### config.mk
export PLATFORM = sky130hd
export DESIGN_NAME = periph_interrupt_dma_request_ctl
export DESIGN_NICKNAME = d
export VERILOG_FILES = /design/src/verilog/periph_int_pkg.sv /design/src/verilog/edge_trig_detect.sv /design/src/verilog/periph_interrupt_dma_request_ctl.sv
export SDC_FILE = /design/constraint.sdc
export NUM_CORES = 1
export LEC_CHECK = 0
export ABC_AREA = 1
export BUFFER_PORTS_ARGS = -buffer_cell sky130_fd_sc_hd__buf_2
export CAP_MARGIN = 0
export CORE_MARGIN = 8
export CORE_UTILIZATION = 35
export CTS_CLUSTER_DIAMETER = 200
export DETAILED_ROUTE_END_ITERATION = 8
export PLACE_DENSITY_LB_ADDON = 0.25
export SLEW_MARGIN = 20
export SYNTH_ARGS = -nofsm -noshare
export SYNTH_HDL_FRONTEND = slang
export SYNTH_HIERARCHICAL = 1
export SYNTH_SLANG_ARGS = --single-unit
### constraint.sdc
create_clock -name mclk_i -period 1.4 [get_ports mclk_i]
set_input_delay 0.14 -clock mclk_i [delete_from_list [all_inputs] [get_ports mclk_i]]
set_output_delay 0.14 -clock mclk_i [all_outputs]
set_load 0.02 [all_outputs]
### src/verilog/periph_int_pkg.sv
/*
   Shared constants for the peripheral interrupt and transfer request controller.
   Assumes a 32-bit APB slave port with a 12-bit byte address and a 200 MHz system clock.
*/
package periph_int_pkg;

   // Register indices; the byte address is four times the index.
   localparam logic [9:0] I0_PEND_IDX   = 10'h0F9;
   localparam logic [9:0] EH_PEND_IDX   = 10'h0FA;
   localparam logic [9:0] VEC_BASE_IDX  = 10'h0FB;
   localparam logic [9:0] CNT_PTR_IDX   = 10'h0FC;
   localparam logic [9:0] REQ_CTL_IDX   = 10'h0FD;
   localparam logic [9:0] EDGE_CFG_IDX  = 10'h0FE;
   localparam logic [9:0] MODE_CTL_IDX  = 10'h0FF;
   localparam logic [9:0] IRQ_STAT_IDX  = 10'h100;
   localparam logic [9:0] IRQ_EN_IDX    = 10'h101;
   localparam logic [9:0] IRQ_CLR_IDX   = 10'h102;

   // Field positions in the request control, counter pointer and mode control registers.
   localparam int REQ_PEND_BIT  = 5;
   localparam int REQ_DMASK_BIT = 4;
   localparam int REQ_EOB_BIT   = 3;
   localparam int REQ_PRIO_LSB  = 0;
   localparam int CNT_SEL_BIT   = 0;
   localparam int MODE_SWAP_BIT = 0;

   // Interrupt status bit positions.
   localparam int EV_CHAN_BIT   = 0;
   localparam int EV_PERIPH_BIT = 1;
   localparam int EV_EOB_BIT    = 2;

   // Values after reset.
   localparam logic [7:0] PEND_RST     = 8'h00;
   localparam logic [2:0] VEC_MSB_RST  = 3'h0;
   localparam logic [4:0] VEC_LOW_FIX  = 5'h1E;
   localparam logic [7:0] CNT_PTR_RST  = 8'h00;
   localparam logic [5:0] REQ_CTL_RST  = 6'h00;
   localparam logic [8:0] EDGE_CFG_RST = 9'h000;
   localparam logic [2:0] IRQ_RST      = 3'h0;

   function automatic logic reg_hit(input logic [11:0] addr, input logic [9:0] idx);
      reg_hit = (addr[11:2] == idx) && (addr[1:0] == 2'h0);
   endfunction

endpackage

### src/verilog/edge_trig_detect.sv
/*
   Per-line trigger edge detector for the standard interrupt channels.
   Assumes the lines are synchronous to the system clock.
*/
`timescale 1ns/1ps
module edge_trig_detect (
   input  wire logic       mclk_i,
   input  wire logic       resetn_i,
   input  wire logic [8:0] line_i,
   input  wire logic [8:0] rise_sel_i,
   input  wire logic       block_i,
   output logic      [8:0] event_o
);
   logic [8:0] line_prev_reg;

   always_ff @(posedge mclk_i or negedge resetn_i) begin
      if (!resetn_i) begin
         line_prev_reg <= 9'h000;
      end else begin
         line_prev_reg <= line_i;
      end
   end

   // A set select bit picks the rising edge, a clear one the falling edge.
   // Edges seen while the configuration is being rewritten are dropped.
   always_comb begin
      event_o = '0;
      if (!block_i) begin
         event_o = (rise_sel_i & line_i & ~line_prev_reg) | (~rise_sel_i & ~line_i & line_prev_reg);
      end
   end
endmodule // edge_trig_detect

### src/verilog/periph_interrupt_dma_request_ctl.sv
/*
   Standard interrupt channel pending logic and generic peripheral interrupt and
   transfer request control, with an APB register port and a level interrupt.
   Assumes triggers, acknowledges and the counter-zero pulse are synchronous to mclk_i.
*/
// The implementer's own choice: the APB register port.
// Functional notes
// - Channel I0 pending flag sets on its trigger edge, clears on acknowledge.
// - Eight channel E to H pending flags set on trigger, clear on acknowledge.
// - Software writing ones into pending registers raises software interrupts.
// - Edges during a write to the edge configuration register set no flag.
// - Vector register bits 7:5 drive the vector address MSBs for E to L.
// - Vector register low five bits read 11110; bit 0 always zero.
// - Counter pointer bits 7:1 locate the transaction counter for transfers.
// - Counter pointer bit 0 selects memory (0) or register file (1).
// - Request pending bit sets on trigger, clears on acknowledge.
// - Software may write the request pending bit to one or zero.
// - Transfer request issued while pending only when the transfer mask is one.
// - Transfer mask clears when the counter reaches zero unless swap is active.
// - Bit 3 enables the end-of-block interrupt.
`timescale 1ns/1ps
module periph_interrupt_dma_request_ctl (
   input  wire logic        mclk_i,
   input  wire logic        resetn_i,
   input  wire logic        psel_i,
   input  wire logic        penable_i,
   input  wire logic        pwrite_i,
   input  wire logic [11:0] paddr_i,
   input  wire logic [31:0] pwdata_i,
   output logic      [31:0] prdata_o,
   output logic             pready_o,
   output logic             pslverr_o,
   input  wire logic [8:0]  chan_line_i,
   input  wire logic [8:0]  chan_ack_i,
   input  wire logic        periph_trig_i,
   input  wire logic        periph_ack_i,
   input  wire logic        count_zero_i,
   output logic      [8:0]  chan_pend_o,
   output logic      [2:0]  vector_msb_o,
   output logic             periph_int_req_o,
   output logic             dma_req_o,
   output logic      [2:0]  priority_o,
   output logic      [6:0]  counter_ptr_o,
   output logic             target_regfile_o,
   output logic             eob_int_o,
   output logic             irq_o
);
   logic [7:0]  eh_pend_reg;
   logic        i0_pend_reg;
   logic [2:0]  vec_msb_reg;
   logic [7:0]  cnt_ptr_reg;
   logic [5:0]  req_ctl_reg;
   logic [8:0]  edge_cfg_reg;
   logic        swap_reg;
   logic [2:0]  irq_stat_reg;
   logic [2:0]  irq_en_reg;
   logic        pready_reg;
   logic [31:0] prdata_reg;
   logic        pslverr_reg;
   logic        dma_req_reg;
   logic        periph_int_reg;
   logic        eob_int_reg;
   logic        irq_reg;
   logic [8:0]  chan_event;
   logic        cfg_write_busy;
   logic        wr_en;
   logic        rd_phase;
   logic        wr_i0;
   logic        wr_eh;
   logic        wr_req;
   logic        eob_event;
   logic [2:0]  irq_events;
   logic [31:0] rd_mux;
   logic        rd_hit;

   // APB: the first access cycle prepares the answer, the second completes it.
   assign rd_phase = psel_i && penable_i && !pready_reg;
   assign wr_en    = psel_i && penable_i && pready_reg && pwrite_i;
   assign wr_i0    = wr_en && periph_int_pkg::reg_hit(paddr_i, periph_int_pkg::I0_PEND_IDX);
   assign wr_eh    = wr_en && periph_int_pkg::reg_hit(paddr_i, periph_int_pkg::EH_PEND_IDX);
   assign wr_req   = wr_en && periph_int_pkg::reg_hit(paddr_i, periph_int_pkg::REQ_CTL_IDX);

   // The whole write transfer counts, from setup to completion, so an edge can never
   // slip through the window in which the edge selection is half updated.
   assign cfg_write_busy = psel_i && pwrite_i &&
                           periph_int_pkg::reg_hit(paddr_i, periph_int_pkg::EDGE_CFG_IDX);

   edge_trig_detect u_edge (
      .mclk_i     (mclk_i),
      .resetn_i   (resetn_i),
      .line_i     (chan_line_i),
      .rise_sel_i (edge_cfg_reg),
      .block_i    (cfg_write_busy),
      .event_o    (chan_event)
   );

   always_ff @(posedge mclk_i or negedge resetn_i) begin
      if (!resetn_i) begin
         pready_reg <= 1'b0;
      end else begin
         pready_reg <= rd_phase;
      end
   end

   always_comb begin
      rd_mux = 32'h0000_0000;
      rd_hit = 1'b1;
      case (paddr_i[11:2])
         periph_int_pkg::I0_PEND_IDX:  rd_mux[0] = i0_pend_reg;
         periph_int_pkg::EH_PEND_IDX:  rd_mux[7:0] = eh_pend_reg;
         periph_int_pkg::VEC_BASE_IDX: rd_mux[7:0] = {vec_msb_reg, periph_int_pkg::VEC_LOW_FIX};
         periph_int_pkg::CNT_PTR_IDX:  rd_mux[7:0] = cnt_ptr_reg;
         periph_int_pkg::REQ_CTL_IDX:  rd_mux[5:0] = req_ctl_reg;
         periph_int_pkg::EDGE_CFG_IDX: rd_mux[8:0] = edge_cfg_reg;
         periph_int_pkg::MODE_CTL_IDX: rd_mux[periph_int_pkg::MODE_SWAP_BIT] = swap_reg;
         periph_int_pkg::IRQ_STAT_IDX: rd_mux[2:0] = irq_stat_reg;
         periph_int_pkg::IRQ_EN_IDX:   rd_mux[2:0] = irq_en_reg;
         periph_int_pkg::IRQ_CLR_IDX:  rd_mux = 32'h0000_0000;
         default:                      rd_hit = 1'b0;
      endcase
      if (paddr_i[1:0] != 2'h0) begin
         rd_hit = 1'b0;
      end
   end

   always_ff @(posedge mclk_i or negedge resetn_i) begin
      if (!resetn_i) begin
         prdata_reg  <= 32'h0000_0000;
         pslverr_reg <= 1'b0;
      end else if (rd_phase) begin
         prdata_reg  <= pwrite_i ? 32'h0000_0000 : rd_mux;
         pslverr_reg <= !rd_hit;
      end else begin
         prdata_reg  <= 32'h0000_0000;
         pslverr_reg <= 1'b0;
      end
   end

   // Hardware sets win over acknowledges and over software writes of zero.
   always_ff @(posedge mclk_i or negedge resetn_i) begin
      if (!resetn_i) begin
         i0_pend_reg <= 1'b0;
      end else begin
         i0_pend_reg <= (i0_pend_reg && !chan_ack_i[8]) || chan_event[8] || (wr_i0 && pwdata_i[0]);
      end
   end

   always_ff @(posedge mclk_i or negedge resetn_i) begin
      if (!resetn_i) begin
         eh_pend_reg <= periph_int_pkg::PEND_RST;
      end else begin
         eh_pend_reg <= (eh_pend_reg & ~chan_ack_i[7:0]) | chan_event[7:0] |
                        (wr_eh ? pwdata_i[7:0] : 8'h00);
      end
   end

   always_ff @(posedge mclk_i or negedge resetn_i) begin
      if (!resetn_i) begin
         vec_msb_reg  <= periph_int_pkg::VEC_MSB_RST;
         cnt_ptr_reg  <= periph_int_pkg::CNT_PTR_RST;
         edge_cfg_reg <= periph_int_pkg::EDGE_CFG_RST;
         swap_reg     <= 1'b0;
         irq_en_reg   <= periph_int_pkg::IRQ_RST;
      end else if (wr_en) begin
         if (periph_int_pkg::reg_hit(paddr_i, periph_int_pkg::VEC_BASE_IDX)) begin
            vec_msb_reg <= pwdata_i[7:5];
         end
         if (periph_int_pkg::reg_hit(paddr_i, periph_int_pkg::CNT_PTR_IDX)) begin
            cnt_ptr_reg <= pwdata_i[7:0];
         end
         if (periph_int_pkg::reg_hit(paddr_i, periph_int_pkg::EDGE_CFG_IDX)) begin
            edge_cfg_reg <= pwdata_i[8:0];
         end
         if (periph_int_pkg::reg_hit(paddr_i, periph_int_pkg::MODE_CTL_IDX)) begin
            swap_reg <= pwdata_i[periph_int_pkg::MODE_SWAP_BIT];
         end
         if (periph_int_pkg::reg_hit(paddr_i, periph_int_pkg::IRQ_EN_IDX)) begin
            irq_en_reg <= pwdata_i[2:0];
         end
      end
   end

   // Request control: pending bit, transfer mask, end-of-block mask, priority.
   always_ff @(posedge mclk_i or negedge resetn_i) begin
      if (!resetn_i) begin
         req_ctl_reg <= periph_int_pkg::REQ_CTL_RST;
      end else begin
         if (wr_req) begin
            req_ctl_reg[4:0] <= pwdata_i[4:0];
         end else if (count_zero_i && !swap_reg) begin
            req_ctl_reg[periph_int_pkg::REQ_DMASK_BIT] <= 1'b0;
         end
         // A trigger outranks a software write, which outranks an acknowledge, so no event is lost.
         if (periph_trig_i) begin
            req_ctl_reg[periph_int_pkg::REQ_PEND_BIT] <= 1'b1;
         end else if (wr_req) begin
            req_ctl_reg[periph_int_pkg::REQ_PEND_BIT] <= pwdata_i[periph_int_pkg::REQ_PEND_BIT];
         end else if (periph_ack_i) begin
            req_ctl_reg[periph_int_pkg::REQ_PEND_BIT] <= 1'b0;
         end
      end
   end

   assign eob_event  = count_zero_i && req_ctl_reg[periph_int_pkg::REQ_EOB_BIT];
   assign irq_events = {eob_event, periph_trig_i, |chan_event};

   // A clear written in the same cycle as an event loses, so that event stays visible to software.
   always_ff @(posedge mclk_i or negedge resetn_i) begin
      if (!resetn_i) begin
         irq_stat_reg <= periph_int_pkg::IRQ_RST;
      end else if (wr_en && periph_int_pkg::reg_hit(paddr_i, periph_int_pkg::IRQ_CLR_IDX)) begin
         irq_stat_reg <= (irq_stat_reg & ~pwdata_i[2:0]) | irq_events;
      end else begin
         irq_stat_reg <= irq_stat_reg | irq_events;
      end
   end

   // Requests are registered so every output leaves a flop; they trail the control bits by one cycle.
   always_ff @(posedge mclk_i or negedge resetn_i) begin
      if (!resetn_i) begin
         dma_req_reg    <= 1'b0;
         periph_int_reg <= 1'b0;
         eob_int_reg    <= 1'b0;
         irq_reg        <= 1'b0;
      end else begin
         dma_req_reg    <= req_ctl_reg[periph_int_pkg::REQ_PEND_BIT] &&
                           req_ctl_reg[periph_int_pkg::REQ_DMASK_BIT];
         periph_int_reg <= req_ctl_reg[periph_int_pkg::REQ_PEND_BIT] &&
                           !req_ctl_reg[periph_int_pkg::REQ_DMASK_BIT];
         eob_int_reg    <= eob_event;
         irq_reg        <= |(irq_stat_reg & irq_en_reg);
      end
   end

   assign prdata_o         = prdata_reg;
   assign pready_o         = pready_reg;
   assign pslverr_o        = pslverr_reg;
   assign chan_pend_o      = {i0_pend_reg, eh_pend_reg};
   assign vector_msb_o     = vec_msb_reg;
   assign periph_int_req_o = periph_int_reg;
   assign dma_req_o        = dma_req_reg;
   assign priority_o       = req_ctl_reg[2:0];
   assign counter_ptr_o    = cnt_ptr_reg[7:1];
   assign target_regfile_o = cnt_ptr_reg[periph_int_pkg::CNT_SEL_BIT];
   assign eob_int_o        = eob_int_reg;
   assign irq_o            = irq_reg;

   // The checks below watch the pending, request and register behaviour from inside the block.
   i0_set_a: assert property (@(posedge mclk_i) disable iff (!resetn_i)
      chan_event[8] |=> chan_pend_o[8]) else $error("I0 trigger did not set its pending flag");

   i0_ack_a: assert property (@(posedge mclk_i) disable iff (!resetn_i)
      chan_ack_i[8] && !chan_event[8] && !(wr_i0 && pwdata_i[0]) |=> !chan_pend_o[8])
      else $error("I0 acknowledge did not clear pending flag");

   eh_flags_a: assert property (@(posedge mclk_i) disable iff (!resetn_i)
      !wr_eh |=> chan_pend_o[7:0] == (($past(eh_pend_reg) & ~$past(chan_ack_i[7:0])) | $past(chan_event[7:0])))
      else $error("E to H pending flags wrong after events");

   sw_set_a: assert property (@(posedge mclk_i) disable iff (!resetn_i)
      wr_eh |=> (chan_pend_o[7:0] & $past(pwdata_i[7:0])) == $past(pwdata_i[7:0]))
      else $error("Software write did not set pending flags");

   cfg_block_a: assert property (@(posedge mclk_i) disable iff (!resetn_i)
      cfg_write_busy && !wr_eh && !wr_i0 |=>
      chan_pend_o == ($past(chan_pend_o) & ~$past(chan_ack_i)))
      else $error("Pending flag set during edge configuration write");

   vec_msb_a: assert property (@(posedge mclk_i) disable iff (!resetn_i)
      wr_en && periph_int_pkg::reg_hit(paddr_i, periph_int_pkg::VEC_BASE_IDX) |=>
      vector_msb_o == $past(pwdata_i[7:5]) ##1 vector_msb_o == $past(pwdata_i[7:5], 2))
      else $error("Vector MSBs not taken from write");

   vec_low_a: assert property (@(posedge mclk_i) disable iff (!resetn_i)
      rd_phase && !pwrite_i && periph_int_pkg::reg_hit(paddr_i, periph_int_pkg::VEC_BASE_IDX) |=>
      pready_o && prdata_o[4:0] == 5'h1E) else $error("Vector low bits not 11110");

   target_a: assert property (@(posedge mclk_i) disable iff (!resetn_i)
      wr_en && periph_int_pkg::reg_hit(paddr_i, periph_int_pkg::CNT_PTR_IDX) |=>
      target_regfile_o == $past(pwdata_i[0]) && counter_ptr_o == $past(pwdata_i[7:1]))
      else $error("Counter pointer write not applied");

   pend_sw_a: assert property (@(posedge mclk_i) disable iff (!resetn_i)
      wr_req && !periph_trig_i |=> req_ctl_reg[5] == $past(pwdata_i[5]))
      else $error("Software write of request pending bit lost");

   dma_req_a: assert property (@(posedge mclk_i) disable iff (!resetn_i)
      req_ctl_reg[5] && req_ctl_reg[4] |=> dma_req_o && !periph_int_req_o)
      else $error("Transfer request missing while pending and unmasked");

   dm_zero_a: assert property (@(posedge mclk_i) disable iff (!resetn_i)
      count_zero_i && !swap_reg && !wr_req |=> !req_ctl_reg[4] ##1 !dma_req_o)
      else $error("Transfer mask not cleared at counter zero");

   dm_swap_a: assert property (@(posedge mclk_i) disable iff (!resetn_i)
      count_zero_i && swap_reg && req_ctl_reg[4] && !wr_req |=> req_ctl_reg[4])
      else $error("Transfer mask cleared in swap mode");

   eob_int_a: assert property (@(posedge mclk_i) disable iff (!resetn_i)
      count_zero_i |=> eob_int_o == $past(req_ctl_reg[3]))
      else $error("End-of-block interrupt not gated by its mask");

   irq_out_a: assert property (@(posedge mclk_i) disable iff (!resetn_i)
      |(irq_stat_reg & irq_en_reg) |=> irq_o) else $error("Interrupt output not raised");

   apb_ready_a: assert property (@(posedge mclk_i) disable iff (!resetn_i)
      rd_phase |=> pready_o ##1 !pready_o) else $error("APB ready not a single cycle");

   trig_set_a: assert property (@(posedge mclk_i) disable iff (!resetn_i)
      periph_trig_i |=> req_ctl_reg[5])
      else $error("Trigger did not set the request pending bit");

   ack_clear_a: assert property (@(posedge mclk_i) disable iff (!resetn_i)
      periph_ack_i && !periph_trig_i && !wr_req |=> !req_ctl_reg[5])
      else $error("Acknowledge did not clear the request pending bit");

   int_req_a: assert property (@(posedge mclk_i) disable iff (!resetn_i)
      req_ctl_reg[5] && !req_ctl_reg[4] |=> periph_int_req_o && !dma_req_o)
      else $error("Masked request raised a transfer request");

   no_req_a: assert property (@(posedge mclk_i) disable iff (!resetn_i)
      !req_ctl_reg[5] |=> !dma_req_o && !periph_int_req_o)
      else $error("Request raised with nothing pending");

   prio_out_a: assert property (@(posedge mclk_i) disable iff (!resetn_i)
      wr_req |=> priority_o == $past(pwdata_i[2:0]))
      else $error("Priority level not presented after write");

   edge_drop_a: assert property (@(posedge mclk_i) disable iff (!resetn_i)
      cfg_write_busy |-> chan_event == 9'h000)
      else $error("Edge event passed during edge configuration write");

   i0_sw_a: assert property (@(posedge mclk_i) disable iff (!resetn_i)
      wr_i0 && pwdata_i[0] |=> chan_pend_o[8])
      else $error("Software write did not set the I0 pending flag");

   ptr_hold_a: assert property (@(posedge mclk_i) disable iff (!resetn_i)
      !(wr_en && periph_int_pkg::reg_hit(paddr_i, periph_int_pkg::CNT_PTR_IDX)) |=> $stable(cnt_ptr_reg))
      else $error("Counter pointer changed without a software write");

   apb_err_a: assert property (@(posedge mclk_i) disable iff (!resetn_i)
      rd_phase && !rd_hit |=> pslverr_o && prdata_o == 32'h0000_0000)
      else $error("Unmapped access not answered with an error");
endmodule // periph_interrupt_dma_request_ctl

Yosys cells after proc, flatten, opt, wreduce, memory -nomap -nowiden --
Index checks and enable logic that the tools add are counted.
Operators by class: equality and inequality tests 10, reductions and logical operators 44, bitwise gates (word level) 17, muxes and demuxes 18
Operators by type and width (number):
- 10-bit by 8-bit equality test with 1-bit output, second input constant | 7
- 9-bit AND | 4
- 10-bit by 9-bit equality test with 1-bit output, second input constant | 3
- 9-bit 2-to-1 mux | 3
- 9-bit inverter | 3
- 1-bit logical AND | 25
- 8-bit bitwise OR | 2
- 3-bit case mux with 5 select lines | 1
- 2-bit case mux with 7 select lines | 1
- 2-bit AND reduction | 5
- 10-bit OR reduction | 1
- 1-bit 2-to-1 mux | 9
- 9-bit bitwise OR | 1
- 9-bit OR reduction | 1
- 8-bit AND | 1
- 8-bit 2-to-1 mux | 1
- 8-bit inverter | 1
- 1-bit case mux with 8 select lines | 1
- 2-bit case mux with 4 select lines | 1
- 3-bit AND | 2
- 3-bit bitwise OR | 2
- 1-bit zero test | 5
- 2-bit nonzero test | 2
- 3-bit 2-to-1 mux | 1
- other kinds (5) | 6
Storage, ports and cells: flip-flop bits (word level) 89, word-level logic and storage cells 108, input port bits 70, output and inout bits 61

Depth between registers and ports, before layout --
Gate-level depths: netlist of run 1.
depth in word-level cells 8, depth in mapped cells 12, depth with buffers taken out 12

Modules after synthesis --
The synthesis of run 1 kept the hierarchy.
Modules (own cells, without submodules):
- periph_interrupt_dma_request_ctl | seq. area each 1426.4 um^2, times used 1, area each 3166.8 um^2, cells an instance 406
- edge_trig_detect | seq. area each 225.2 um^2, times used 1, area each 499.2 um^2, cells an instance 82

Least setup slack after synthesis of run 1 --
No wires, ideal clock.
path type input port to flip-flop, start point input port paddr_i[6], end point register irq_stat_reg[0], path buffers 0, stages on the path 11, slack -118 ps, data required time 1264 ps, data arrival time 1383 ps, setup time 136 ps, cell sequence nand2_1 -> nor2_4 -> nand2_2 -> nor2_4 -> inv_1 -> nor2_1 -> inv_2 -> nand2_1 -> nor2_1 -> nor4_1 -> nand4_1
Between the ends: word-level cells in the longest chain between the ends 7, elaborated cells on any way between the ends 11, classes of those cells 2 x eq/ne; 2 x mux; 2 x bitwise; 5 x reduce/logical
Ends and longest elaborated chain:
- from (decl) | RTL line periph_interrupt_dma_request_ctl.sv:28 | input wire logic [11:0] paddr_i,
- 10-bit by 8-bit equality test with 1-bit output * | RTL line periph_int_pkg.sv:42 | reg_hit = (addr[11:2] == idx) && (addr[1:0] == 2'h0);
- 1-bit logical AND * | RTL line periph_int_pkg.sv:42
- 1-bit logical AND * | RTL line periph_interrupt_dma_request_ctl.sv:85 | assign cfg_write_busy = psel_i && pwrite_i &&
- net cfg_write_busy | RTL line periph_interrupt_dma_request_ctl.sv:65 | logic cfg_write_busy;
- 9-bit 2-to-1 mux * | RTL line edge_trig_detect.sv:28 | if (!block_i) begin
- net chan_event[1] | RTL line periph_interrupt_dma_request_ctl.sv:64 | logic [8:0] chan_event;
- 9-bit OR reduction * | RTL line periph_interrupt_dma_request_ctl.sv:205 | assign irq_events = {eob_event, periph_trig_i, |chan_event};
- 3-bit bitwise OR (on tied branches) | RTL line periph_interrupt_dma_request_ctl.sv:214, periph_interrupt_dma_request_ctl.sv:212
- 3-bit 2-to-1 mux * | RTL line periph_interrupt_dma_request_ctl.sv:211 | end else if (wr_en && periph_int_pkg::reg_hit(paddr_i, periph_int_pkg::IRQ_CLR_IDX)) begin
- to (signal assigned) | RTL line periph_interrupt_dma_request_ctl.sv:210 | irq_stat_reg <= periph_int_pkg::IRQ_RST;
- to (signal assigned) | RTL line periph_interrupt_dma_request_ctl.sv:212 | irq_stat_reg <= (irq_stat_reg & ~pwdata_i[2:0]) | irq_events;
- to (signal assigned) | RTL line periph_interrupt_dma_request_ctl.sv:214 | irq_stat_reg <= irq_stat_reg | irq_events;
- to (decl) | RTL line periph_interrupt_dma_request_ctl.sv:55 | logic [2:0] irq_stat_reg;
Mark *: on every way through the listed nets, which the timed path passes. The rest lies on a longest branch. A chain may end at the register's enable or synchronous reset.

Worst setup path after layout of run 1 --
start point register pready_reg (netlist: pready_o), end point register req_ctl_reg[1]
Between the ends: word-level cells in the longest chain between the ends 3
Ends and longest elaborated chain:
- from (decl) | RTL line periph_interrupt_dma_request_ctl.sv:57 | logic pready_reg;
- from (signal assigned) | RTL line periph_interrupt_dma_request_ctl.sv:101 | pready_reg <= rd_phase;
- 1-bit logical AND (2 in a row) | RTL line periph_interrupt_dma_request_ctl.sv:78 | assign wr_en = psel_i && penable_i && pready_reg && pwrite_i;
- 1-bit logical AND | RTL line periph_interrupt_dma_request_ctl.sv:81 | assign wr_req = wr_en && periph_int_pkg::reg_hit(paddr_i, periph_int_pkg::REQ_CTL_IDX);
- to (signal assigned) | RTL line periph_interrupt_dma_request_ctl.sv:186 | req_ctl_reg <= periph_int_pkg::REQ_CTL_RST;
- to (signal assigned) | RTL line periph_interrupt_dma_request_ctl.sv:189 | req_ctl_reg[4:0] <= pwdata_i[4:0];
- to (signal, indexed assignment) | RTL line periph_interrupt_dma_request_ctl.sv:197 | req_ctl_reg[periph_int_pkg::REQ_PEND_BIT] <= pwdata_i[periph_int_pkg::REQ_PEND_BIT];
- to (decl) | RTL line periph_interrupt_dma_request_ctl.sv:52 | logic [5:0] req_ctl_reg;
No other way between the ends.

==> results of run 1 <==
-- worst min-delay path, delay by kind of cell --
kind                   cells  cell delay [ps]
buffers and inverters      1               90
and+or+nand+nor            2              120
-- repair_timing --
item                                    CTS  global route
buffers inserted                          2             0
gates resized for setup                  10            34
pin swaps                                 6             3
gates cloned                              1             2
endpoints found under the setup margin   23            48
endpoints found under the hold margin    25             0
hold buffers                             13             0
-- cells in the mapped netlist (all sizes together) --
| cell type | n |
|---|---|
| nand2 | 147 |
| nor3 | 3 |
| a31oi | 1 |
| inv | 66 |
| nand4 | 11 |
| nor4 | 1 |
| nand3 | 21 |
| a21oi | 13 |
| buf | 31 |
| dfrtp | 66 |
| o21ai | 43 |
| clkinv | 1 |
| a21boi | 1 |
| nor2 | 82 |
| conb | 1 |
-- power by group --
part | leakage [nW] | switching (mW) | internal [mW]
combinational | 1.81 | 0.358 | 0.208
clock | 0.0974 | 0.707 | 0.867
sequential | 0.859 | 0.0307 | 1.95
-- layout make-up --
cell class | count | area share (%)
Multi-Input combinational cell | 349 | 36.2
Clock inverter | 3 | 0.783
Tap cell | 136 | 3.33
Sequential cell | 66 | 32.3
Inverter | 67 | 5.19
Timing Repair Buffer | 151 | 19.3
Clock buffer | 13 | 2.91
-- cells by family (layout without fill, tap and decap cells) --
| group | count (synthesis) | in the layout | synth area share, % |
|---|---|---|---|
| simple gates | 265 | 268 | 31.5 |
| buf+inv | 98 | 234 | 13.7 |
| flops | 66 | 66 | 45.1 |
| compound gates | 58 | 58 | 9.66 |
| other cells | 1 | 23 | 0.102 |
-- through the flow --
stage,worst slack [ps],TNS (ps),hold WS [ps],util (%),area (um2)
2_1_floorplan,-62.2,-62.2,-156,-,3800
6_report,-80.5,-1190,22.3,50.0,5110
5_1_grt,-150,-3480,34.1,50.0,5110
3_5_place_dp,-241,-2570,128,44.6,4560
4_1_cts,-56.8,-602,5.74,48.4,4950
3_3_place_gp,-165,-2880,120,44.6,4560
-- worst paths after layout --
path	endpoint	depth (start not counted)	startpoint	slack (ps)
worst min register to register	pready_o$_DFF_PN0_	1	pready_o$_DFF_PN0_	460
worst max register to register	req_ctl_reg[1]$_DFFE_PN0P_	7	pready_o$_DFF_PN0_	-80
worst min-delay path	edge_cfg_reg[8]$_DFFE_PN0P_	3	pwdata_i[8]	20
min in group asynchronous	cnt_ptr_reg[5]$_DFFE_PN0P_	2	resetn_i	270
max in group asynchronous	u_edge/line_prev_reg[1]$_DFF_PN0_	3	resetn_i	520
worst max-delay path	req_ctl_reg[1]$_DFFE_PN0P_	7	pready_o$_DFF_PN0_	-80
-- layer usage --
| metal | up-vias | wire length [um] |
|---|---|---|
| met4 | 0 | 337 |
| li1 | 1797 | - |
| met2 | 102 | 5180 |
| met1 | 1648 | 5260 |
| met3 | 18 | 722 |
| met5 | - | 0 |
-- cell usage in the layout, fill, tap and decap left out, types with 2 or more instances in the layout --
cell type / n
sky130_fd_sc_hd__nand2_1: 114
sky130_fd_sc_hd__buf_2: 84
sky130_fd_sc_hd__nor2_1: 72
sky130_fd_sc_hd__dfrtp_1: 65
sky130_fd_sc_hd__inv_1: 57
sky130_fd_sc_hd__buf_4: 51
sky130_fd_sc_hd__conb_1: 23
sky130_fd_sc_hd__o21ai_1: 22
sky130_fd_sc_hd__nand3_1: 19
sky130_fd_sc_hd__nand2_2: 17
sky130_fd_sc_hd__o21ai_2: 17
sky130_fd_sc_hd__dlygate4sd3_1: 13
sky130_fd_sc_hd__a21oi_1: 12
sky130_fd_sc_hd__nand2_4: 11
sky130_fd_sc_hd__nand4_1: 10
sky130_fd_sc_hd__clkbuf_8: 10
sky130_fd_sc_hd__nand2_8: 8
sky130_fd_sc_hd__inv_2: 7
sky130_fd_sc_hd__nor2_4: 6
sky130_fd_sc_hd__nor2_2: 4
sky130_fd_sc_hd__o21ai_0: 4
sky130_fd_sc_hd__clkinv_2: 3
sky130_fd_sc_hd__clkbuf_1: 3
sky130_fd_sc_hd__nand3_2: 2
sky130_fd_sc_hd__nor3_1: 2
sky130_fd_sc_hd__buf_12: 2
==> impl_metrics.prom, run 1 <==
# TYPE chip_impl_metric gauge
chip_impl_info{name="outcome",value="complete, but fails checks"} 1
chip_impl_info{name="failing_checks",value="setup timing"} 1
chip_impl_metric{name="rows",unit=""} 37
chip_impl_metric{name="post_route_cells_drive_above_1_share",unit="%"} 35.6
chip_impl_metric{name="achievable-frequency",unit="MHz"} 675
chip_impl_metric{name="timing.critical_path.arrival",unit="ps"} 1710
chip_impl_metric{name="tritoncts.num_buffers",unit=""} 9
chip_impl_metric{name="overall_routed_net_length",unit="um"} 11500
chip_impl_metric{name="wire_per_inst",unit="um"} 14.7
chip_impl_metric{name="nets",unit=""} 714
chip_impl_metric{name="synth_area",unit="um2"} 3670
chip_impl_metric{name="finalSetupViolCount",unit=""} 29
chip_impl_metric{name="yosys_warnings",unit=""} 6
chip_impl_metric{name="seqCellArea",unit="um2"} 1650
chip_impl_metric{name="gpl.final_weighted_congestion",unit=""} 0.861
chip_impl_metric{name="cts_htree_levels",unit=""} 3
chip_impl_info{name="worst_hold_path_type",value="in2reg"} 1
chip_impl_info{name="grt_busiest_layer",value="met2"} 1
chip_impl_info{name="critPathKind",value="reg2reg"} 1
chip_impl_metric{name="nFillCells",unit=""} 1032
chip_impl_metric{name="buffer_ports.inserted",unit=""} 84
chip_impl_metric{name="numClockSinks",unit=""} 66
chip_impl_metric{name="area_growth",unit="%"} 39.4
chip_impl_info{name="cp_top_family",value="simple AND/OR/NAND/NOR gates"} 1
chip_impl_info{name="timing.critical_path.to_type",value="flop"} 1
chip_impl_metric{name="p_per_area",unit="nW/um2"} 806
chip_impl_metric{name="syn-mean-instance-area",unit="um2"} 7.51
chip_impl_metric{name="first_global_vias",unit=""} 3775
chip_impl_metric{name="num_vias",unit=""} 3565
chip_impl_metric{name="clock_path_buffers",unit=""} 2
chip_impl_info{name="worstSetupStartpointType",value="flop"} 1
chip_impl_info{name="cp_common_cell",value="sky130_fd_sc_hd__buf_4"} 1
chip_impl_metric{name="final_max_slew_viol_count",unit=""} 0
chip_impl_metric{name="grtUsageMet1",unit="%"} 20.8
chip_impl_metric{name="final_antenna_net_count",unit=""} 0
chip_impl_metric{name="number_of_register_bits_inferred_by_synthesis",unit=""} 66
chip_impl_metric{name="layout.cells.non_filler",unit=""} 785
chip_impl_info{name="crit_path_top_delay_cell",value="sky130_fd_sc_hd__dfrtp_2"} 1
chip_impl_metric{name="grt_pass1_wl",unit="um"} 18800
chip_impl_metric{name="start_util",unit="%"} 35.8
chip_impl_metric{name="detail_route.drc_violations",unit=""} 0
chip_impl_metric{name="ys_types",unit=""} 26
chip_impl_metric{name="report.power.total",unit="mW"} 4.12
chip_impl_metric{name="count_of_final_hold_check_violations",unit=""} 0
chip_impl_info{name="yosysTopAreaCell",value="sky130_fd_sc_hd__dfrtp_1"} 1
chip_impl_metric{name="clk_latency",unit="ps"} 360
chip_impl_metric{name="post_synth_inst_count",unit=""} 488
chip_impl_metric{name="dieArea",unit="um2"} 14000
chip_impl_metric{name="cp.required",unit="ps"} 1630
chip_impl_metric{name="top_level_ports",unit=""} 131
chip_impl_metric{name="synth_seq_area_share",unit="%"} 45.1
chip_impl_metric{name="leakage",unit="nW"} 2.77
chip_impl_metric{name="grtUsageMet2",unit="%"} 26.3
chip_impl_metric{name="core",unit="um2"} 10200
chip_impl_metric{name="routed_via_density",unit=""} 4.54
chip_impl_metric{name="grt_start_max_net_pins",unit=""} 21
chip_impl_metric{name="die_width",unit="um"} 118
chip_impl_metric{name="netlist.area_leader.share",unit="%"} 45.1
chip_impl_metric{name="max_cap_viols",unit=""} 0
chip_impl_info{name="setup_repair_after_global_routing_missed_its_margin",value="yes"} 1
chip_impl_metric{name="antenna_found_initial",unit=""} 0
chip_impl_metric{name="dr.first_iter.drc_count",unit=""} 134
chip_impl_metric{name="post-place-cells",unit=""} 751
chip_impl_metric{name="power.ir.vdd_worst",unit="mV"} 0.514
chip_impl_metric{name="grtUsageTotal",unit="%"} 16.8
chip_impl_info{name="cts_tree",value="built"} 1
chip_impl_info{name="crit_path_cell_trace",value="nand4_1, buf_4, nor2_4, nand2_2, buf_4, nand2_1, o21ai_1"} 1
chip_impl_metric{name="dp_hpwl",unit="um"} 9140
chip_impl_metric{name="layout_worst_path_cycle_share",unit="%"} 106
chip_impl_metric{name="skew",unit="ps"} 11.6
chip_impl_info{name="ctsRootBufferMaster",value="sky130_fd_sc_hd__clkbuf_8"} 1
chip_impl_metric{name="crit_fanout",unit=""} 6
chip_impl_metric{name="multi_input_comb_area",unit="um2"} 1850
chip_impl_metric{name="die-height",unit="um"} 118
chip_impl_metric{name="clk_pin_slew_worst_paths",unit="ps"} 80
chip_impl_metric{name="critical_path.max_stage_delay",unit="ps"} 380
chip_impl_metric{name="layout_min_cycle_time",unit="ps"} 1480
chip_impl_metric{name="dr.pass1.iters",unit=""} 4
chip_impl_info{name="synth_top_cells_by_area",value="sky130_fd_sc_hd__dfrtp_1, sky130_fd_sc_hd__nand2_1, sky130_fd_sc_hd__nor2_1"} 1
chip_impl_metric{name="layout_setup_ws",unit="ps"} -80.5
chip_impl_metric{name="globalRouteMet3Util",unit="%"} 4.76
chip_impl_metric{name="timing.critical_path.buf_inv",unit=""} 2
chip_impl_metric{name="antenna-diode-count",unit=""} 0
chip_impl_metric{name="grt_overflow_total",unit=""} 0
(Power assumes the default switching activity.)
==> run 2: changes to the inputs <==
- ABC_CLOCK_PERIOD_IN_PS: unset -> 1400
- TNS_END_PERCENT: unset -> 50
==> impl_metrics.prom, run 2 (synthesis results as in run 1) <==
# TYPE chip_impl_metric gauge
chip_impl_info{name="outcome",value="complete, but fails checks"} 1
chip_impl_info{name="failing_checks",value="setup timing"} 1
chip_impl_metric{name="rows",unit=""} 37
chip_impl_info{name="setup_repair_after_global_routing_missed_its_margin",value="yes"} 1
chip_impl_metric{name="top_level_ports",unit=""} 131
chip_impl_metric{name="final_util",unit="%"} 49.4
chip_impl_metric{name="nets",unit=""} 714
chip_impl_metric{name="count_of_final_hold_check_violations",unit=""} 0
chip_impl_info{name="worstSetupStartpointType",value="flop"} 1
chip_impl_metric{name="antenna_found_initial",unit=""} 0
chip_impl_metric{name="routed_via_density",unit=""} 4.54
chip_impl_metric{name="max_cap_viols",unit=""} 0
chip_impl_metric{name="skew",unit="ps"} 11.9
chip_impl_metric{name="detail_route.drc_violations",unit=""} 0
chip_impl_metric{name="wire_per_inst",unit="um"} 14.6
chip_impl_metric{name="die_width",unit="um"} 118
chip_impl_metric{name="clk_pin_slew_worst_paths",unit="ps"} 80
chip_impl_metric{name="dieArea",unit="um2"} 14000
chip_impl_info{name="cts_tree",value="built"} 1
chip_impl_metric{name="buffer_ports.inserted",unit=""} 84
chip_impl_metric{name="dr.pass1.iters",unit=""} 4
chip_impl_metric{name="grt_start_max_net_pins",unit=""} 21
chip_impl_metric{name="tritoncts.num_buffers",unit=""} 9
chip_impl_info{name="final_common_cell",value="sky130_fd_sc_hd__nand2_1"} 1
chip_impl_metric{name="core",unit="um2"} 10200
chip_impl_metric{name="gpl.final_weighted_congestion",unit=""} 0.861
chip_impl_info{name="worst_hold_path_type",value="in2reg"} 1
chip_impl_metric{name="overall_routed_net_length",unit="um"} 11400
chip_impl_metric{name="num_vias",unit=""} 3567
chip_impl_metric{name="grt_overflow_total",unit=""} 0
chip_impl_metric{name="achievable-frequency",unit="MHz"} 694
chip_impl_metric{name="grt_pass1_wl",unit="um"} 18700
chip_impl_info{name="most-common-layout-cells",value="sky130_fd_sc_hd__nand2_1, sky130_fd_sc_hd__buf_2, sky130_fd_sc_hd__nor2_1"} 1
chip_impl_metric{name="final_max_slew_viol_count",unit=""} 0
chip_impl_metric{name="clk_latency",unit="ps"} 360
chip_impl_metric{name="grtUsageTotal",unit="%"} 16.7
chip_impl_metric{name="dp_hpwl",unit="um"} 9140
chip_impl_metric{name="start_util",unit="%"} 35.8
chip_impl_metric{name="layout_worst_path_cycle_share",unit="%"} 103
chip_impl_metric{name="leakage",unit="nW"} 2.81
chip_impl_metric{name="layout_min_cycle_time",unit="ps"} 1440
chip_impl_metric{name="post_route_cells_drive_above_1_share",unit="%"} 34.8
chip_impl_metric{name="crit_fanout",unit=""} 6
chip_impl_metric{name="die-height",unit="um"} 118
chip_impl_metric{name="area_growth",unit="%"} 37.8
chip_impl_metric{name="placement.setup.worst_slack",unit="ps"} -241
chip_impl_info{name="ctsRootBufferMaster",value="sky130_fd_sc_hd__clkbuf_8"} 1
chip_impl_metric{name="p_per_area",unit="nW/um2"} 816
chip_impl_metric{name="layout.cells.non_filler",unit=""} 785
chip_impl_metric{name="timing.critical_path.arrival",unit="ps"} 1670
chip_impl_metric{name="dr.first_iter.drc_count",unit=""} 154
chip_impl_metric{name="post-place-cells",unit=""} 751
chip_impl_metric{name="cts_htree_levels",unit=""} 3
chip_impl_metric{name="final_antenna_net_count",unit=""} 0
chip_impl_metric{name="layout_setup_ws",unit="ps"} -41.8
chip_impl_metric{name="power.ir.vdd_worst",unit="mV"} 0.514
chip_impl_metric{name="first_global_vias",unit=""} 3762
chip_impl_metric{name="clock_path_buffers",unit=""} 2
chip_impl_metric{name="fin_worst_hold_slack",unit="ps"} 24.0
chip_impl_metric{name="antenna-diode-count",unit=""} 0
chip_impl_info{name="timing.critical_path.to_type",value="flop"} 1
chip_impl_metric{name="post-route-cell-area",unit="um2"} 5050
chip_impl_metric{name="cp.required",unit="ps"} 1630
chip_impl_metric{name="finalSetupViolCount",unit=""} 29
chip_impl_metric{name="placed_cell_area",unit="um2"} 4560
chip_impl_metric{name="numClockSinks",unit=""} 66
chip_impl_info{name="critPathKind",value="reg2reg"} 1
run 2: cell counts in the layout (fill, tap and decap cells not counted):
No cell type changed its count.
run 2: layout make-up:
type | instances | area (um2)
clock inverters | 3 | 40.0
flip-flops and latches | 66 | 1650
clock buffers | 13 | 149
well taps | 136 | 170
multi-input cells | 349 | 1790
fillers | 1044 | 5180
repair buffers | 151 | 988
inverters | 67 | 265
run 2: through the flow:
| step | power, mW | setup TNS [ps] |
|---|---|---|
| after floorplan | 2.32 | -62.2 |
| after global placement | 2.55 | -2880 |
| after detailed placement | 2.55 | -2570 |
| after CTS | 4.18 | -734 |
| after global routing | 4.32 | -3040 |
| final | 4.12 | -548 |
run 2: worst paths after layout:
check / depth (start not counted) / startpoint / slack (ps) / to
max in group asynchronous: 3 / resetn_i / 520 / u_edge/line_prev_reg[1]$_DFF_PN0_
hold reg to reg: 1 / pready_o$_DFF_PN0_ / 460 / pready_o$_DFF_PN0_
setup reg to reg: 7 / pready_o$_DFF_PN0_ / -40 / req_ctl_reg[1]$_DFFE_PN0P_
min in group asynchronous: 2 / resetn_i / 270 / cnt_ptr_reg[5]$_DFFE_PN0P_
setup / recovery: 7 / pready_o$_DFF_PN0_ / -40 / req_ctl_reg[1]$_DFFE_PN0P_
hold / removal: 3 / pwdata_i[8] / 20 / edge_cfg_reg[8]$_DFFE_PN0P_
run 2: timing repair:
action,CTS,global route
hold endpoints to repair,25,0
resized for setup,8,24
hold buffers,13,0
endpoints found under the setup margin,23,48
gates cloned,0,3
buffers inserted,2,0
pin swaps,4,3
run 2: layer usage:
layer | wire length, um | track usage (%) | vias to the layer above
met5 | 0 | 0 | -
li1 | - | - | 1796
met1 | 5250 | 20.6 | 1651
met2 | 5140 | 26.1 | 103
met4 | 322 | 8.49 | 0
met3 | 715 | 4.76 | 17
run 2: critical path, cell delays in order, from the launching register on:
cell and delay, ps:
sky130_fd_sc_hd__dfrtp_2 380, sky130_fd_sc_hd__nand4_1 160, sky130_fd_sc_hd__buf_4 190, sky130_fd_sc_hd__nor2_4 180
sky130_fd_sc_hd__nand2_2 130, sky130_fd_sc_hd__buf_6 150, sky130_fd_sc_hd__nand2_1 60, sky130_fd_sc_hd__o21ai_1 60
run 2: power by group:
group / internal (mW) / switching [mW] / total [mW]
Sequential: 1.95 / 0.0311 / 1.98
Clock: 0.867 / 0.706 / 1.57
Combinational: 0.208 / 0.357 / 0.565
==> run 3: changes to the inputs <==
- CTS_CLUSTER_DIAMETER: 200 -> unset
- SYNTH_HIERARCHICAL: 1 -> unset
==> impl_metrics.prom, run 3 <==
# TYPE chip_impl_metric gauge
chip_impl_info{name="most-common-layout-cells",value="sky130_fd_sc_hd__nand2_1, sky130_fd_sc_hd__buf_2, sky130_fd_sc_hd__dfrtp_1"} 1
chip_impl_metric{name="finalSetupViolCount",unit=""} 0
chip_impl_info{name="hold_path.startpoint",value="chan_ack_i[6]"} 1
chip_impl_info{name="final_common_cell",value="sky130_fd_sc_hd__nand2_1"} 1
chip_impl_metric{name="dieArea",unit="um2"} 13500
chip_impl_info{name="worstSetupStartpointType",value="flop"} 1
chip_impl_metric{name="synth-edff-count",unit=""} 0
chip_impl_metric{name="dr.pass1.iters",unit=""} 4
chip_impl_metric{name="syn-mean-instance-area",unit="um2"} 7.79
chip_impl_info{name="ys_dominant_reg_cell",value="sky130_fd_sc_hd__dfrtp_1"} 1
chip_impl_metric{name="rows",unit=""} 36
chip_impl_metric{name="setup_total_negative_slack",unit="ps"} 0
chip_impl_info{name="setup_repair_after_global_routing_missed_its_margin",value="yes"} 1
chip_impl_metric{name="synth_area",unit="um2"} 3510
chip_impl_metric{name="number_of_register_bits_inferred_by_synthesis",unit=""} 66
chip_impl_metric{name="cts_htree_levels",unit=""} 3
chip_impl_info{name="worst_hold_path_type",value="in2reg"} 1
chip_impl_metric{name="final_antenna_net_count",unit=""} 0
chip_impl_metric{name="post-route-cell-area",unit="um2"} 4560
chip_impl_metric{name="setup.reg_to_reg.worst_slack",unit="ps"} 70
chip_impl_metric{name="wire_per_inst",unit="um"} 14.9
chip_impl_metric{name="die-height",unit="um"} 116
chip_impl_info{name="critPathKind",value="reg2reg"} 1
chip_impl_metric{name="area_growth",unit="%"} 30.1
chip_impl_metric{name="p_per_area",unit="nW/um2"} 919
chip_impl_metric{name="synth_seq_area_share",unit="%"} 47.1
chip_impl_metric{name="achievable-frequency",unit="MHz"} 752
chip_impl_metric{name="ys_types",unit=""} 29
chip_impl_metric{name="max_cap_viols",unit=""} 0
chip_impl_metric{name="tritoncts.num_buffers",unit=""} 9
chip_impl_metric{name="dp_hpwl",unit="um"} 8320
chip_impl_metric{name="yosys_warnings",unit=""} 0
chip_impl_metric{name="netlist.area_leader.share",unit="%"} 47.1
chip_impl_metric{name="grt_overflow_total",unit=""} 0
chip_impl_metric{name="final_max_slew_viol_count",unit=""} 0
chip_impl_metric{name="buffer_ports.inserted",unit=""} 84
chip_impl_metric{name="antenna-diode-count",unit=""} 0
chip_impl_metric{name="core",unit="um2"} 9770
chip_impl_metric{name="post_synth_inst_count",unit=""} 450
chip_impl_metric{name="antenna_found_initial",unit=""} 0
chip_impl_metric{name="numClockSinks",unit=""} 66
chip_impl_info{name="ctsRootBufferMaster",value="sky130_fd_sc_hd__clkbuf_8"} 1
chip_impl_metric{name="layout_setup_ws",unit="ps"} 69.3
chip_impl_metric{name="clk_pin_slew_worst_paths",unit="ps"} 80
chip_impl_metric{name="post_route_cells_drive_above_1_share",unit="%"} 28.8
chip_impl_info{name="yosysMostFrequentCell",value="sky130_fd_sc_hd__nand2_1"} 1
chip_impl_metric{name="dr.first_iter.drc_count",unit=""} 187
chip_impl_metric{name="start_util",unit="%"} 35.9
chip_impl_info{name="cp_common_cell",value="sky130_fd_sc_hd__nand2_1"} 1
chip_impl_info{name="crit_path_top_delay_cell",value="sky130_fd_sc_hd__dfrtp_1"} 1
chip_impl_metric{name="leakage",unit="nW"} 2.49
chip_impl_metric{name="timing.critical_path.buf_inv",unit=""} 2
chip_impl_info{name="worst_setup_path_startpoint",value="pready_o$_DFF_PN0_"} 1
chip_impl_info{name="synth_top_cells_by_area",value="sky130_fd_sc_hd__dfrtp_1, sky130_fd_sc_hd__nand2_1, sky130_fd_sc_hd__buf_4"} 1
chip_impl_metric{name="timing.critical_path.arrival",unit="ps"} 1570
chip_impl_metric{name="post-place-cells",unit=""} 689
chip_impl_metric{name="count_of_final_hold_check_violations",unit=""} 0
chip_impl_metric{name="die_width",unit="um"} 116
chip_impl_info{name="cp_top_family",value="simple AND/OR/NAND/NOR gates"} 1
chip_impl_metric{name="crit_fanout",unit=""} 17
chip_impl_info{name="timing.critical_path.to_type",value="flop"} 1
chip_impl_metric{name="overall_routed_net_length",unit="um"} 10600
chip_impl_metric{name="skew",unit="ps"} 5.95
chip_impl_metric{name="nets",unit=""} 648
chip_impl_metric{name="layout.cells.non_filler",unit=""} 716
chip_impl_metric{name="grtUsageTotal",unit="%"} 16.2
chip_impl_info{name="cts_tree",value="built"} 1
chip_impl_metric{name="power.ir.vdd_worst",unit="mV"} 0.356
chip_impl_metric{name="placed_cell_area",unit="um2"} 4180
chip_impl_metric{name="grt_start_max_net_pins",unit=""} 67
chip_impl_info{name="outcome",value="finished clean"} 1
chip_impl_metric{name="num_vias",unit=""} 3265
chip_impl_metric{name="clk_latency",unit="ps"} 350
chip_impl_metric{name="gpl.final_weighted_congestion",unit=""} 0.850
chip_impl_metric{name="asyncSetResetFlopFracSynth",unit="%"} 100
chip_impl_metric{name="top_level_ports",unit=""} 131
chip_impl_metric{name="first_global_vias",unit=""} 3285
chip_impl_metric{name="clock_path_buffers",unit=""} 2
chip_impl_info{name="timing.rr.start",value="pready_o$_DFF_PN0_"} 1
chip_impl_metric{name="cp.required",unit="ps"} 1640
chip_impl_info{name="crit_path_cell_trace",value="nand2_1, nor2_2, nand2_2, inv_4, buf_8, nand2_8, nand2_1, o21ai_1"} 1
chip_impl_metric{name="layout_worst_path_cycle_share",unit="%"} 95.0
chip_impl_metric{name="grt_pass1_wl",unit="um"} 16600
chip_impl_metric{name="placement.setup.worst_slack",unit="ps"} -46.2
chip_impl_metric{name="layout_min_cycle_time",unit="ps"} 1330
chip_impl_info{name="yosysTopAreaCell",value="sky130_fd_sc_hd__dfrtp_1"} 1
chip_impl_metric{name="routed_via_density",unit=""} 4.56
chip_impl_metric{name="detail_route.drc_violations",unit=""} 0
chip_impl_info{name="netlist_top_cells_count",value="sky130_fd_sc_hd__nand2_1, sky130_fd_sc_hd__dfrtp_1, sky130_fd_sc_hd__nor2_1, sky130_fd_sc_hd__inv_1, sky130_fd_sc_hd__o21ai_1"} 1
chip_impl_metric{name="critical_path.max_stage_delay",unit="ps"} 380
-- run 3: cell types whose count changed in the layout (fill, tap and decap cells not counted), sizes merged, moves of 9 or more --
cell / delta
buf: -21
nor2: -20
inv: -15
nand2: -13
a21oi: -10
o221ai: +9
-- run 3: worst paths after layout --
kind / to / cells past startpoint
worst max register to register: edge_cfg_reg[5]$_DFFE_PN0P_ / 8
worst min register to register: pready_o$_DFF_PN0_ / 1
worst max-delay path: edge_cfg_reg[5]$_DFFE_PN0P_ / 8
max in group asynchronous: eh_pend_reg[0]$_DFF_PN0_ / 3
worst min-delay path: eh_pend_reg[6]$_DFF_PN0_ / 2
min in group asynchronous: cnt_ptr_reg[2]$_DFFE_PN0P_ / 3
-- run 3: repair_timing --
action / in CTS / in global routing
setup endpoints to repair: 1 / 44
pin swaps: 0 / 7
endpoints found under the hold margin: 75 / 0
resized for setup: 1 / 15
buffers inserted: 0 / 1
hold buffers: 10 / 0
-- run 3: final cells by class --
type | count | area (um2)
Sequential cell | 66 | 1650
Clock inverter | 5 | 60.1
Timing Repair Buffer | 127 | 788
Inverter | 51 | 195
Multi-Input combinational cell | 323 | 1550
Clock buffer | 11 | 151
Fill cell | 1029 | 5210
Tap cell | 133 | 166
-- run 3: logic make-up after synthesis --
family,after synthesis,share of synthesized area (%)
simple gates,238,30.1
buf+inv,83,12.6
flops,66,47.1
compound gates,62,10.1
other cells,1,0.107
-- run 3: worst reg2reg max path, cell delays in order, from the launching register on --
cell and delay, ps:
sky130_fd_sc_hd__dfrtp_1 380, sky130_fd_sc_hd__nand2_1 80, sky130_fd_sc_hd__nor2_2 110, sky130_fd_sc_hd__nand2_2 120, sky130_fd_sc_hd__inv_4 110, sky130_fd_sc_hd__buf_8 140, sky130_fd_sc_hd__nand2_8 110, sky130_fd_sc_hd__nand2_1 100
sky130_fd_sc_hd__o21ai_1 70
-- run 3: per-stage QoR --
| step | utilization [%] | total power, mW | hold WS [ps] |
|---|---|---|---|
| floorplan | - | 2.29 | -156 |
| global placement | 42.8 | 2.48 | 185 |
| detailed placement | 42.8 | 2.48 | 186 |
| CTS | 46.0 | 4.22 | 7.20 |
| global route | 46.7 | 4.38 | 4.72 |
| finish | 46.7 | 4.20 | 12.2 |
-- run 3: power breakdown --
group | switching [mW] | internal, mW | total [mW]
registers | 0.0261 | 1.95 | 1.97
logic | 0.326 | 0.175 | 0.501
clock network | 0.794 | 0.926 | 1.72
-- run 3: routing by layer --
| layer | up-vias | part of all wire, % | global-route usage [%] |
|---|---|---|---|
| met2 | 91 | 48 | 26.9 |
| met1 | 1515 | 45 | 20.6 |
| met3 | 8 | 6.5 | 3.15 |
| met5 | - | 0 | 0 |
| met4 | 0 | 0.96 | 5.70 |
| li1 | 1651 | - | - |
